### src/sector_guard_pkg.sv
package sector_guard_pkg;

	// ----------------------------------------------------------------
	// Array geometry and bus widths
	// ----------------------------------------------------------------
	localparam int ADDR_W = 8;
	localparam int DATA_W = 32;
	localparam int SECTOR_W = 8;
	localparam int SECTORS = 256;
	localparam logic [8:0] SECTORS_9 = 9'h100;

	// ----------------------------------------------------------------
	// Register byte offsets
	// ----------------------------------------------------------------
	localparam logic [7:0] REG_STATUS = 8'h00;
	localparam logic [7:0] REG_CONFIG = 8'h04;
	localparam logic [7:0] REG_GUARD_MODE = 8'h08;
	localparam logic [7:0] REG_LOCK = 8'h0C;
	localparam logic [7:0] REG_SECTOR_SEL = 8'h10;
	localparam logic [7:0] REG_SECTOR_BITS = 8'h14;
	localparam logic [7:0] REG_PW_LO = 8'h18;
	localparam logic [7:0] REG_PW_HI = 8'h1C;
	localparam logic [7:0] REG_COMMAND = 8'h20;

	// ----------------------------------------------------------------
	// Field positions in read data
	// ----------------------------------------------------------------
	localparam int ST_BUSY_BIT = 0;
	localparam int ST_WEL_BIT = 1;
	localparam int ST_LEVEL_LSB = 2;
	localparam int ST_ERR_BIT = 6;
	localparam int ST_SWD_BIT = 7;
	localparam int CF_FREEZE_BIT = 0;
	localparam int CF_TB_BIT = 5;
	localparam int MODE_LSB = 1;
	localparam int SB_PERSIST_BIT = 0;
	localparam int SB_DYNAMIC_BIT = 1;

	// ----------------------------------------------------------------
	// Command word layout
	// ----------------------------------------------------------------
	localparam int CMD_OP_LSB = 0;
	localparam int ARG_LEVEL_LSB = 8;
	localparam int ARG_SWD_BIT = 15;
	localparam int ARG_FREEZE_BIT = 16;
	localparam int ARG_TB_BIT = 21;
	localparam int ARG_DYB_BIT = 8;
	localparam int ARG_MODE_LSB = 9;

	// ----------------------------------------------------------------
	// Command opcodes
	// ----------------------------------------------------------------
	localparam logic [3:0] OP_WRITE_ENABLE = 4'h1;
	localparam logic [3:0] OP_REG_WRITE = 4'h2;
	localparam logic [3:0] OP_PERSIST_PROG = 4'h3;
	localparam logic [3:0] OP_PERSIST_ERASE = 4'h4;
	localparam logic [3:0] OP_DYNAMIC_WRITE = 4'h5;
	localparam logic [3:0] OP_LOCK_CLEAR = 4'h6;
	localparam logic [3:0] OP_PW_UNLOCK = 4'h7;
	localparam logic [3:0] OP_PW_PROG = 4'h8;
	localparam logic [3:0] OP_MODE_PROG = 4'h9;
	localparam logic [3:0] OP_CLEAR_STATUS = 4'hA;

	// ----------------------------------------------------------------
	// Guard mode codes and reset values
	// ----------------------------------------------------------------
	localparam logic [1:0] MODE_NONE = 2'h3;
	localparam logic [1:0] MODE_PERSIST = 2'h2;
	localparam logic [1:0] MODE_PASSWORD = 2'h1;
	localparam logic [1:0] MODE_ILLEGAL = 2'h0;
	localparam logic [2:0] LEVEL_RST = 3'h0;
	localparam logic [2:0] LEVEL_ALL = 3'h7;
	localparam logic [63:0] PW_RST = 64'hFFFF_FFFF_FFFF_FFFF;

	// ----------------------------------------------------------------
	// Timing
	// ----------------------------------------------------------------
	localparam int CLK_PERIOD_NS = 5;
	localparam int T_UNLOCK_GAP_NS = 100000;
	localparam int UNLOCK_GAP_CYC = (T_UNLOCK_GAP_NS + CLK_PERIOD_NS - 1) / CLK_PERIOD_NS;
	localparam int PROG_CYC_DFLT = 1000;
	localparam int ERASE_CYC_DFLT = 5000;

	typedef enum logic [1:0] {ST_IDLE, ST_BUSY, ST_FAILED} op_state_t;

endpackage

### src/sector_write_protection.sv
// Strobed register access and the placing of the registers were chosen for this implementation.
`timescale 1ns/1ps

// Function
// - Range level plus selector gives protected range
// - Selector zero: upper fractions, 111 protects all
// - Selector one: same fractions from lowest address
// - Sector protected if range or sector bits
// - Lock bit freezes level and selector
// - Lock bit cleared only by power-on
// - Lock bit blocks all OTP programming
// - Level write under lock ignored, no error
// - Pin low with disable bit blocks register-write commands
// - Either sector bit zero blocks program/erase
// - Persistent lock zero fails persistent commands
// - Persistent mode: reset sets lock, clear-only
// - Password mode: reset clears, password sets lock
// - Mode bits: 11 default, 10 persistent, 01 password
// - Mode bits 00 is a programming failure
// - Chosen mode blocks further mode register changes
// - Busy flag covers mode and persistent operations
// - Fresh device: no mode chosen (11), all unprotected
// - Persistent bits programmed singly, erased together
// - Dynamic bits freely writable, zero protects
// - Software reset keeps persistent lock
// - Wrong password: error set, busy stays, lock kept
module sector_write_protection
	import sector_guard_pkg::*;
#(
	parameter int PROG_CYC = PROG_CYC_DFLT,
	parameter int ERASE_CYC = ERASE_CYC_DFLT,
	parameter int UNLOCK_GAP = UNLOCK_GAP_CYC
) (
	// Clock and power-on reset
	input wire logic clk_sys_i,
	input wire logic rst_n_i,
	// Other resets
	input wire logic hw_rst_n_i,
	input wire logic soft_rst_i,
	// Write-protect pin
	input wire logic wp_n_i,
	// Register port
	input wire logic [ADDR_W-1:0] reg_addr_i,
	input wire logic [DATA_W-1:0] reg_wdata_i,
	input wire logic reg_wr_i,
	input wire logic reg_rd_i,
	output logic [DATA_W-1:0] reg_rdata_o,
	// Protection check from command decoder
	input wire logic chk_valid_i,
	input wire logic [SECTOR_W-1:0] chk_sector_i,
	input wire logic chk_otp_i,
	output logic chk_done_o,
	output logic chk_protected_o,
	// Status
	output logic busy_o,
	output logic prog_err_o
);

	// ----------------------------------------------------------------
	// Pin synchronisers
	// ----------------------------------------------------------------
	logic wp_n_s1_r, wp_n_s2_r, hw_n_s1_r, hw_n_s2_r;

	// Two stages each; only the second stage feeds logic
	always_ff @(posedge clk_sys_i) begin
		if (!rst_n_i) begin
			wp_n_s1_r <= 1'b1;
			wp_n_s2_r <= 1'b1;
			hw_n_s1_r <= 1'b1;
			hw_n_s2_r <= 1'b1;
		end else begin
			wp_n_s1_r <= wp_n_i;
			wp_n_s2_r <= wp_n_s1_r;
			hw_n_s1_r <= hw_rst_n_i;
			hw_n_s2_r <= hw_n_s1_r;
		end
	end

	logic hw_rst, any_rst;
	assign hw_rst = ~hw_n_s2_r;
	assign any_rst = hw_rst | soft_rst_i;

	// ----------------------------------------------------------------
	// State and command decode
	// ----------------------------------------------------------------
	logic [2:0] level_r;
	logic top_bottom_select_r, status_write_disable_r, freeze_r, write_enable_latch_r;
	logic [1:0] guard_mode_r;
	logic persist_lock_r, err_r;
	logic [SECTORS-1:0] persistent_sector_bit_r, dynamic_sector_bit_r;
	logic [SECTOR_W-1:0] sector_sel_r;
	logic [63:0] pw_hidden_r, pw_supplied_r;
	op_state_t state_r;
	logic [15:0] busy_cnt_r, gap_cnt_r;
	logic cmd_go, status_locked, regs_writable, needs_wel;
	logic cmd_run, cmd_fail, pw_match, pw_mode;
	logic [3:0] op;
	logic [15:0] cmd_cycles;

	assign cmd_go = reg_wr_i && (reg_addr_i == REG_COMMAND);
	assign op = reg_wdata_i[CMD_OP_LSB +: 4];
	assign status_locked = ~wp_n_s2_r & status_write_disable_r;
	assign pw_match = (pw_supplied_r == pw_hidden_r);
	assign pw_mode = (guard_mode_r == MODE_PASSWORD);
	assign needs_wel = (op == OP_REG_WRITE) || (op == OP_PERSIST_PROG) ||
		(op == OP_PERSIST_ERASE) || (op == OP_MODE_PROG) || (op == OP_PW_PROG);
	// Busy blocks new commands; only status clear gets through a failure
	assign regs_writable = (state_r == ST_IDLE) && !any_rst;

	// Which commands start a timed operation, and which fail outright
	always_comb begin
		cmd_run = 1'b0;
		cmd_fail = 1'b0;
		cmd_cycles = 16'h0001;
		if (cmd_go && regs_writable && (!needs_wel || write_enable_latch_r)) begin
			unique case (op)
				OP_PERSIST_PROG: begin
					cmd_run = persist_lock_r;
					cmd_fail = ~persist_lock_r;
					cmd_cycles = 16'(PROG_CYC);
				end
				OP_PERSIST_ERASE: begin
					cmd_run = persist_lock_r;
					cmd_fail = ~persist_lock_r;
					cmd_cycles = 16'(ERASE_CYC);
				end
				OP_MODE_PROG: begin
					cmd_fail = (guard_mode_r != MODE_NONE) ||
						(reg_wdata_i[ARG_MODE_LSB +: 2] == MODE_ILLEGAL);
					cmd_run = ~cmd_fail;
					cmd_cycles = 16'(PROG_CYC);
				end
				OP_PW_UNLOCK: begin
					// Retry gap still open: the attempt is not accepted at all
					cmd_fail = pw_mode && (gap_cnt_r == 16'h0000) && !pw_match;
					cmd_run = pw_mode && (gap_cnt_r == 16'h0000) && pw_match;
				end
				OP_PW_PROG: begin
					cmd_run = (guard_mode_r != MODE_PASSWORD);
					cmd_cycles = 16'(PROG_CYC);
				end
				default: begin
				end
			endcase
		end
	end

	// ----------------------------------------------------------------
	// Operation sequencer: busy and error
	// ----------------------------------------------------------------
	always_ff @(posedge clk_sys_i) begin
		if (!rst_n_i || hw_rst) begin
			state_r <= ST_IDLE;
			busy_cnt_r <= 16'h0000;
			err_r <= 1'b0;
		end else begin
			unique case (state_r)
				ST_IDLE: begin
					if (cmd_fail) begin
						state_r <= ST_FAILED;
						err_r <= 1'b1;
					end else if (cmd_run) begin
						state_r <= ST_BUSY;
						busy_cnt_r <= cmd_cycles;
					end else if (cmd_go && op == OP_CLEAR_STATUS) begin
						err_r <= 1'b0;
					end
				end
				ST_BUSY: begin
					busy_cnt_r <= busy_cnt_r - 16'h0001;
					if (busy_cnt_r == 16'h0001) begin
						state_r <= ST_IDLE;
					end
				end
				ST_FAILED: begin
					// Stays busy with the error raised until status clear or a hardware reset
					if (cmd_go && op == OP_CLEAR_STATUS) begin
						state_r <= ST_IDLE;
						err_r <= 1'b0;
					end
				end
				default: state_r <= ST_IDLE;
			endcase
		end
	end

	// Password retry spacing, armed by a wrong password
	always_ff @(posedge clk_sys_i) begin
		if (!rst_n_i || hw_rst) begin
			gap_cnt_r <= 16'h0000;
		end else if (cmd_fail && op == OP_PW_UNLOCK) begin
			gap_cnt_r <= 16'(UNLOCK_GAP);
		end else if (gap_cnt_r != 16'h0000) begin
			gap_cnt_r <= gap_cnt_r - 16'h0001;
		end
	end

	// Latch set by its command, dropped by any reset
	always_ff @(posedge clk_sys_i) begin
		if (!rst_n_i || any_rst) begin
			write_enable_latch_r <= 1'b0;
		end else if (cmd_go && regs_writable) begin
			if (op == OP_WRITE_ENABLE) begin
				write_enable_latch_r <= 1'b1;
			end else if (needs_wel) begin
				write_enable_latch_r <= 1'b0;
			end
		end
	end

	// ----------------------------------------------------------------
	// Protection state registers
	// ----------------------------------------------------------------
	logic reg_write_ok;
	assign reg_write_ok = cmd_go && regs_writable && (op == OP_REG_WRITE) &&
		write_enable_latch_r && !status_locked;

	// Level and selector hold while frozen; freeze only clears at power-on
	always_ff @(posedge clk_sys_i) begin
		if (!rst_n_i) begin
			level_r <= LEVEL_RST;
			top_bottom_select_r <= 1'b0;
			status_write_disable_r <= 1'b0;
			freeze_r <= 1'b0;
		end else if (reg_write_ok) begin
			status_write_disable_r <= reg_wdata_i[ARG_SWD_BIT];
			freeze_r <= freeze_r | reg_wdata_i[ARG_FREEZE_BIT];
			if (!freeze_r) begin
				level_r <= reg_wdata_i[ARG_LEVEL_LSB +: 3];
				top_bottom_select_r <= reg_wdata_i[ARG_TB_BIT];
			end
		end
	end

	// Reset stands in for factory state: no mode chosen, password all ones
	always_ff @(posedge clk_sys_i) begin
		if (!rst_n_i) begin
			guard_mode_r <= MODE_NONE;
		end else if (cmd_run && op == OP_MODE_PROG) begin
			guard_mode_r <= reg_wdata_i[ARG_MODE_LSB +: 2];
		end
	end

	// Password cells only ever program toward zero
	always_ff @(posedge clk_sys_i) begin
		if (!rst_n_i) begin
			pw_hidden_r <= PW_RST;
		end else if (cmd_run && op == OP_PW_PROG) begin
			pw_hidden_r <= pw_hidden_r & pw_supplied_r;
		end
	end

	// Supplied value, used for both password program and unlock
	always_ff @(posedge clk_sys_i) begin
		if (!rst_n_i) begin
			pw_supplied_r <= PW_RST;
		end else if (reg_wr_i && reg_addr_i == REG_PW_LO) begin
			pw_supplied_r[31:0] <= reg_wdata_i;
		end else if (reg_wr_i && reg_addr_i == REG_PW_HI) begin
			pw_supplied_r[63:32] <= reg_wdata_i;
		end
	end

	// Software reset does not touch it; mode picks its reset value
	always_ff @(posedge clk_sys_i) begin
		if (!rst_n_i) begin
			persist_lock_r <= 1'b1;
		end else if (hw_rst) begin
			persist_lock_r <= ~pw_mode;
		end else if (cmd_go && regs_writable && op == OP_LOCK_CLEAR) begin
			persist_lock_r <= 1'b0;
		end else if (cmd_run && op == OP_PW_UNLOCK) begin
			persist_lock_r <= 1'b1;
		end
	end

	// Sector pointer for per-sector commands
	always_ff @(posedge clk_sys_i) begin
		if (!rst_n_i) begin
			sector_sel_r <= '0;
		end else if (reg_wr_i && reg_addr_i == REG_SECTOR_SEL) begin
			sector_sel_r <= reg_wdata_i[SECTOR_W-1:0];
		end
	end

	// Program clears one bit, erase sets them all together
	always_ff @(posedge clk_sys_i) begin
		if (!rst_n_i) begin
			persistent_sector_bit_r <= '1;
		end else if (cmd_run && op == OP_PERSIST_PROG) begin
			persistent_sector_bit_r[sector_sel_r] <= 1'b0;
		end else if (cmd_run && op == OP_PERSIST_ERASE) begin
			persistent_sector_bit_r <= '1;
		end
	end

	// Volatile: any reset unprotects, writes allowed without write enable
	always_ff @(posedge clk_sys_i) begin
		if (!rst_n_i || any_rst) begin
			dynamic_sector_bit_r <= '1;
		end else if (cmd_go && regs_writable && op == OP_DYNAMIC_WRITE) begin
			dynamic_sector_bit_r[sector_sel_r] <= reg_wdata_i[ARG_DYB_BIT];
		end
	end

	// ----------------------------------------------------------------
	// Range protection per sector
	// ----------------------------------------------------------------
	logic [8:0] range_size;
	logic [SECTORS-1:0] range_hit, sector_prot;

	// Level 1 covers a 64th, each step doubles, 7 covers everything
	always_comb begin
		if (level_r == LEVEL_RST) begin
			range_size = 9'h000;
		end else if (level_r == LEVEL_ALL) begin
			range_size = SECTORS_9;
		end else begin
			range_size = SECTORS_9 >> (3'h7 - level_r);
		end
	end

	genvar gi;
	generate
		for (gi = 0; gi < SECTORS; gi++) begin : g_sector
			localparam logic [8:0] IDX = 9'(gi);
			// Bottom counts up from zero, top counts down from the end
			assign range_hit[gi] = top_bottom_select_r ? (IDX < range_size)
				: (IDX >= SECTORS_9 - range_size);
			assign sector_prot[gi] = range_hit[gi] | ~persistent_sector_bit_r[gi] |
				~dynamic_sector_bit_r[gi];
		end
	endgenerate

	// Registered answer one cycle after the request
	always_ff @(posedge clk_sys_i) begin
		if (!rst_n_i) begin
			chk_done_o <= 1'b0;
			chk_protected_o <= 1'b0;
		end else begin
			chk_done_o <= chk_valid_i;
			if (chk_valid_i) begin
				chk_protected_o <= chk_otp_i ? freeze_r
					: sector_prot[chk_sector_i];
			end
		end
	end

	// ----------------------------------------------------------------
	// Register read port
	// ----------------------------------------------------------------
	logic [DATA_W-1:0] rd_mux;

	always_comb begin
		rd_mux = '0;
		unique case (reg_addr_i)
			REG_STATUS: begin
				rd_mux[ST_BUSY_BIT] = (state_r != ST_IDLE);
				rd_mux[ST_WEL_BIT] = write_enable_latch_r;
				rd_mux[ST_LEVEL_LSB +: 3] = level_r;
				rd_mux[ST_ERR_BIT] = err_r;
				rd_mux[ST_SWD_BIT] = status_write_disable_r;
			end
			REG_CONFIG: begin
				rd_mux[CF_FREEZE_BIT] = freeze_r;
				rd_mux[CF_TB_BIT] = top_bottom_select_r;
			end
			REG_GUARD_MODE: rd_mux[MODE_LSB +: 2] = guard_mode_r;
			REG_LOCK: rd_mux[0] = persist_lock_r;
			REG_SECTOR_SEL: rd_mux[SECTOR_W-1:0] = sector_sel_r;
			REG_SECTOR_BITS: begin
				rd_mux[SB_PERSIST_BIT] = persistent_sector_bit_r[sector_sel_r];
				rd_mux[SB_DYNAMIC_BIT] = dynamic_sector_bit_r[sector_sel_r];
			end
			// Password and command words are write-only; unmapped reads zero
			default: rd_mux = '0;
		endcase
	end

	// Data stands only in the cycle after the read strobe
	always_ff @(posedge clk_sys_i) begin
		if (!rst_n_i) begin
			reg_rdata_o <= '0;
		end else if (reg_rd_i) begin
			reg_rdata_o <= rd_mux;
		end else begin
			reg_rdata_o <= '0;
		end
	end

	// Status pins follow the sequencer
	assign busy_o = (state_r != ST_IDLE);
	assign prog_err_o = err_r;

endmodule

### config.mk
export PLATFORM = sky130hd
export DESIGN_NAME = sector_write_protection
export DESIGN_NICKNAME = d
export VERILOG_FILES = /design/src/sector_guard_pkg.sv /design/src/sector_write_protection.sv
export SDC_FILE = /design/constraint.sdc
export NUM_CORES = 2
export LEC_CHECK = 0
export ABC_AREA = 1
export BUFFER_PORTS_ARGS = -buffer_cell sky130_fd_sc_hd__buf_2
export CAP_MARGIN = 20
export CELL_PAD_IN_SITES_DETAIL_PLACEMENT = 0
export CELL_PAD_IN_SITES_GLOBAL_PLACEMENT = 1
export CORE_ASPECT_RATIO = 1.1
export CORE_MARGIN = 5
export CORE_UTILIZATION = 46
export CTS_CLUSTER_DIAMETER = 40
export DETAILED_ROUTE_END_ITERATION = 10
export PLACE_DENSITY = 0.82
export SYNTH_ARGS = -nofsm -noshare
export SYNTH_HDL_FRONTEND = slang
export SYNTH_SLANG_ARGS = --single-unit
### constraint.sdc
create_clock -name clk_sys_i -period 3.7 [get_ports clk_sys_i]
set_clock_uncertainty 0.1 [all_clocks]
set_input_delay 0.37 -clock clk_sys_i [delete_from_list [all_inputs] [get_ports clk_sys_i]]
set_output_delay 0.37 -clock clk_sys_i [all_outputs]
set_load 0.005 [all_outputs]
==> results.tsv <==
metric	value	unit
Synth Instances	5641	
Post-Route WL	161000	um
H-tree levels	3	
core footprint	81600	sq um
synth-to-layout area growth	16.7	%
GR Overflow Total	0	
RSZ-0062 raised after global routing	false	
CTS tree	yes	
Internal Power	15.2	mW
DRC	0	
Final Max Slew Viols	0	
Yosys top cell by area	dfxtp_1	
DR iter-0 viols	4869	
crit path time final	3.60	ns
Pwr Density	461	nW/um^2
chip width	283	um
All-Layer GR Usage	35.1	%
clock buffer depth	3	
power share of the combinational group	7.2	%
Fill cells	8080	
final setup fails	0	
Max Freq	277	MHz
critical path arrival	4.04	ns
First-pass DRT Iterations	7	
wire per inst	23.7	um
port buffer count	68	
switching power	5.15	mW
Yosys Warn Count	0	
top post-synthesis cells by area	dfxtp_1 37%, nand3_1 14%, nand2_1 9.3%, o21ai_0 8.9%, inv_1 5.5%	
antenna cells	0	
Least-Margin Pin Slew	1.10	ns
Reg2Reg Launch Point	sector_sel_r[3]	
Max IR drop VDD	0.387	mV
Critical Path RT	4.14	ns
vias in the first global route	38800	
Fin. Hold Viols	0	
Seq cells post-synth	707	
DR vias	41200	
Nets	5777	
worst-case hold slack	0.0716	ns
GPL Wtd Cong	1.06	
EDFF count, synth	0	
Crit. End Element	register	
CTS buffer count	113	
hpwl dp	106000	um
average size of a mapped cell	6.69	sq um
root buffer cell	clkbuf_16	
DIE AREA	87900	sq um
Max Cap Viol	0	
critical path class	register to register	
cell row count	110	
Crit. Startpoint	sector_sel_r[3]	
Hold Startpoint	reg_wr_i	
die height	310	um
CP Max Fanout	9	
Worst slew margin	26.6	%
Synth top area share	37.5	%
fin crit share	97.4	%
post-synth cell types	59	
Main synth FF type	dfxtp_1	
IO Pins	93	
Worst Setup Start Kind	register	
Vias/cell	6.07	
Synth Cell Area	37800	sq um
register area share after synthesis	37.5	%
Initial Utilization	46.3	%
switching part of the total	25.3	%
clock power share	54.7	%
antenna viol nets, final	0	
Post-Route Utilization	54.0	%
clk slew on worst S/H paths	0.05	ns
setup TNS	0	ns
clk_lat worst skew	0.71	ns
pin count of the biggest net entering global routing	150	
global-route wire length before repair	242000	um
share of cells above drive strength 1	9.31	%
Leak	18.3	nW
initial antenna violation count	2	
Hold Crit Class	input port to register	
Async SR Flop Fraction	0	%
Reg power frac	38.1	%
CTS Sinks	707	
status	completed	
placed cells by master, fill, tap and decap left out, types with 9 or more instances in the layout:
cell,count
clkbuf_1,11
conb_1,31
nand4_1,134
o21ai_1,14
o211ai_1,53
inv_1,555
buf_2,65
nor3_1,82
nor2_1,437
inv_2,17
a31oi_1,51
nor4_1,25
clkinv_4,11
clkbuf_8,9
buf_4,150
nand2_2,12
dfxtp_1,705
buf_12,39
bufinv_16,16
clkinv_2,15
o22ai_1,24
o31ai_1,11
nand3_1,1074
clkbuf_16,115
inv_6,15
a22oi_1,92
dlygate4sd3_1,39
o221ai_1,11
nand2_4,9
o21ai_0,673
a21oi_1,110
ha_1,74
nand2_1,929
cell families after synthesis:
kind of cell | share of synthesized area, %
compound gates | 16.4
xor+xnor | 0.209
buf+inv | 10.6
simple gates | 32.8
flops | 37.5
fa+ha+maj | 2.45
other cells | 0.0199
worst max-delay path: stages, from the launching register on:
cell and delay (ns):
dfxtp_1 0.49, inv_1 0.19, nor2_2 0.05, inv_1 0.81
a31oi_1 0.15, a2111oi_0 0.68, buf_4 0.22, nor2_1 0.04
o21ai_0 0.17, buf_4 0.17, nand3_1 0.20, nand2_1 0.12
a21oi_1 0.07
layout make-up:
class	count	area (sq um)	area share (%)
multi-input combinational	3950	19800	44.9
clock buffer	135	3040	6.90
clock inverter	69	922	2.09
timing repair buffer	294	2640	5.98
inverter	580	2190	4.97
tap	1064	1330	3.02
sequential	707	14200	32.1
power by group through the flow:
stage                     logic [mW]  clock network, mW  registers [mW]
final                           1.46               11.1            7.75
after global routing            1.59               11.6            7.75
after CTS                       1.44               11.2            7.75
after detailed placement        1.40                  0            7.91
after global placement          1.40                  0            7.90
after floorplan                0.939                  0            7.89
final timing paths:
path | end | slack, ns | cells past startpoint
setup / recovery | reg_rdata_o[0] | 0.1 | 12
hold / removal | write_enable_latch_r | 0.07 | 5
setup reg to reg | reg_rdata_o[0] | 0.1 | 12
hold reg to reg | wp_n_s2_r | 0.31 | 1
layer usage:
metal	part of all wire, %	wire length, um	track usage, %
met5	0	0	0
met4	6.5	10400	20.1
met3	9.4	15100	6.32
met2	45	71900	57.2
met1	39	63500	44.1
synthesized netlist by cell type (5+ instances only):
library cell  instances
a211oi_1              7
a21oi_1             110
a221oi_1              6
a22o_1                5
a22oi_1              92
a31oi_1              51
buf_1                18
buf_2                63
buf_4                26
clkbuf_1            321
clkinv_1              6
dfxtp_1             707
ha_1                 74
inv_1               558
inv_2                15
nand2_1             932
nand2_2              10
nand2_4               9
nand3_1            1076
nand4_1             134
nor2_1              445
nor3_1               84
nor4_1               25
o2111ai_1             8
o211ai_1             53
o21ai_0             674
o21ai_1              13
o221ai_1             11
o22ai_1              24
o311ai_0              5
o31ai_1              11
or2_2                 8
xor2_1                5
flip-flops by register name, summed over array words and instances (netlist names), 2 cells and up:
register	flops
dynamic_sector_bit_r	256
persistent_sector_bit_r	256
pw_hidden_r	64
pw_supplied_r	64
busy_cnt_r	16
gap_cnt_r	16
reg_rdata_o	8
sector_sel_r	8
level_r	3
guard_mode_r	2
state_r	2
per-stage QoR:
step | setup WS [ns] | area, sq um | total power [mW] | cells
5_1_grt | 0.0128 | 44100 | 20.9 | 6799
2_1_floorplan | 0.544 | 37900 | 8.83 | 5670
3_3_place_gp | 0.302 | 39700 | 9.30 | 6554
3_5_place_dp | 0.290 | 39700 | 9.30 | 6554
4_1_cts | 0.245 | 44100 | 20.4 | 6797
6_report | 0.0963 | 44100 | 20.3 | 6799
what timing repair did:
action                                  in CTS  in global routing
endpoints found under the setup margin       0                  1
setup buffers                                0                  2
hold buffers                                39                  0
resized for setup                            0                  3
hold endpoints to repair                    87                  0
(Power assumes the default switching activity.)
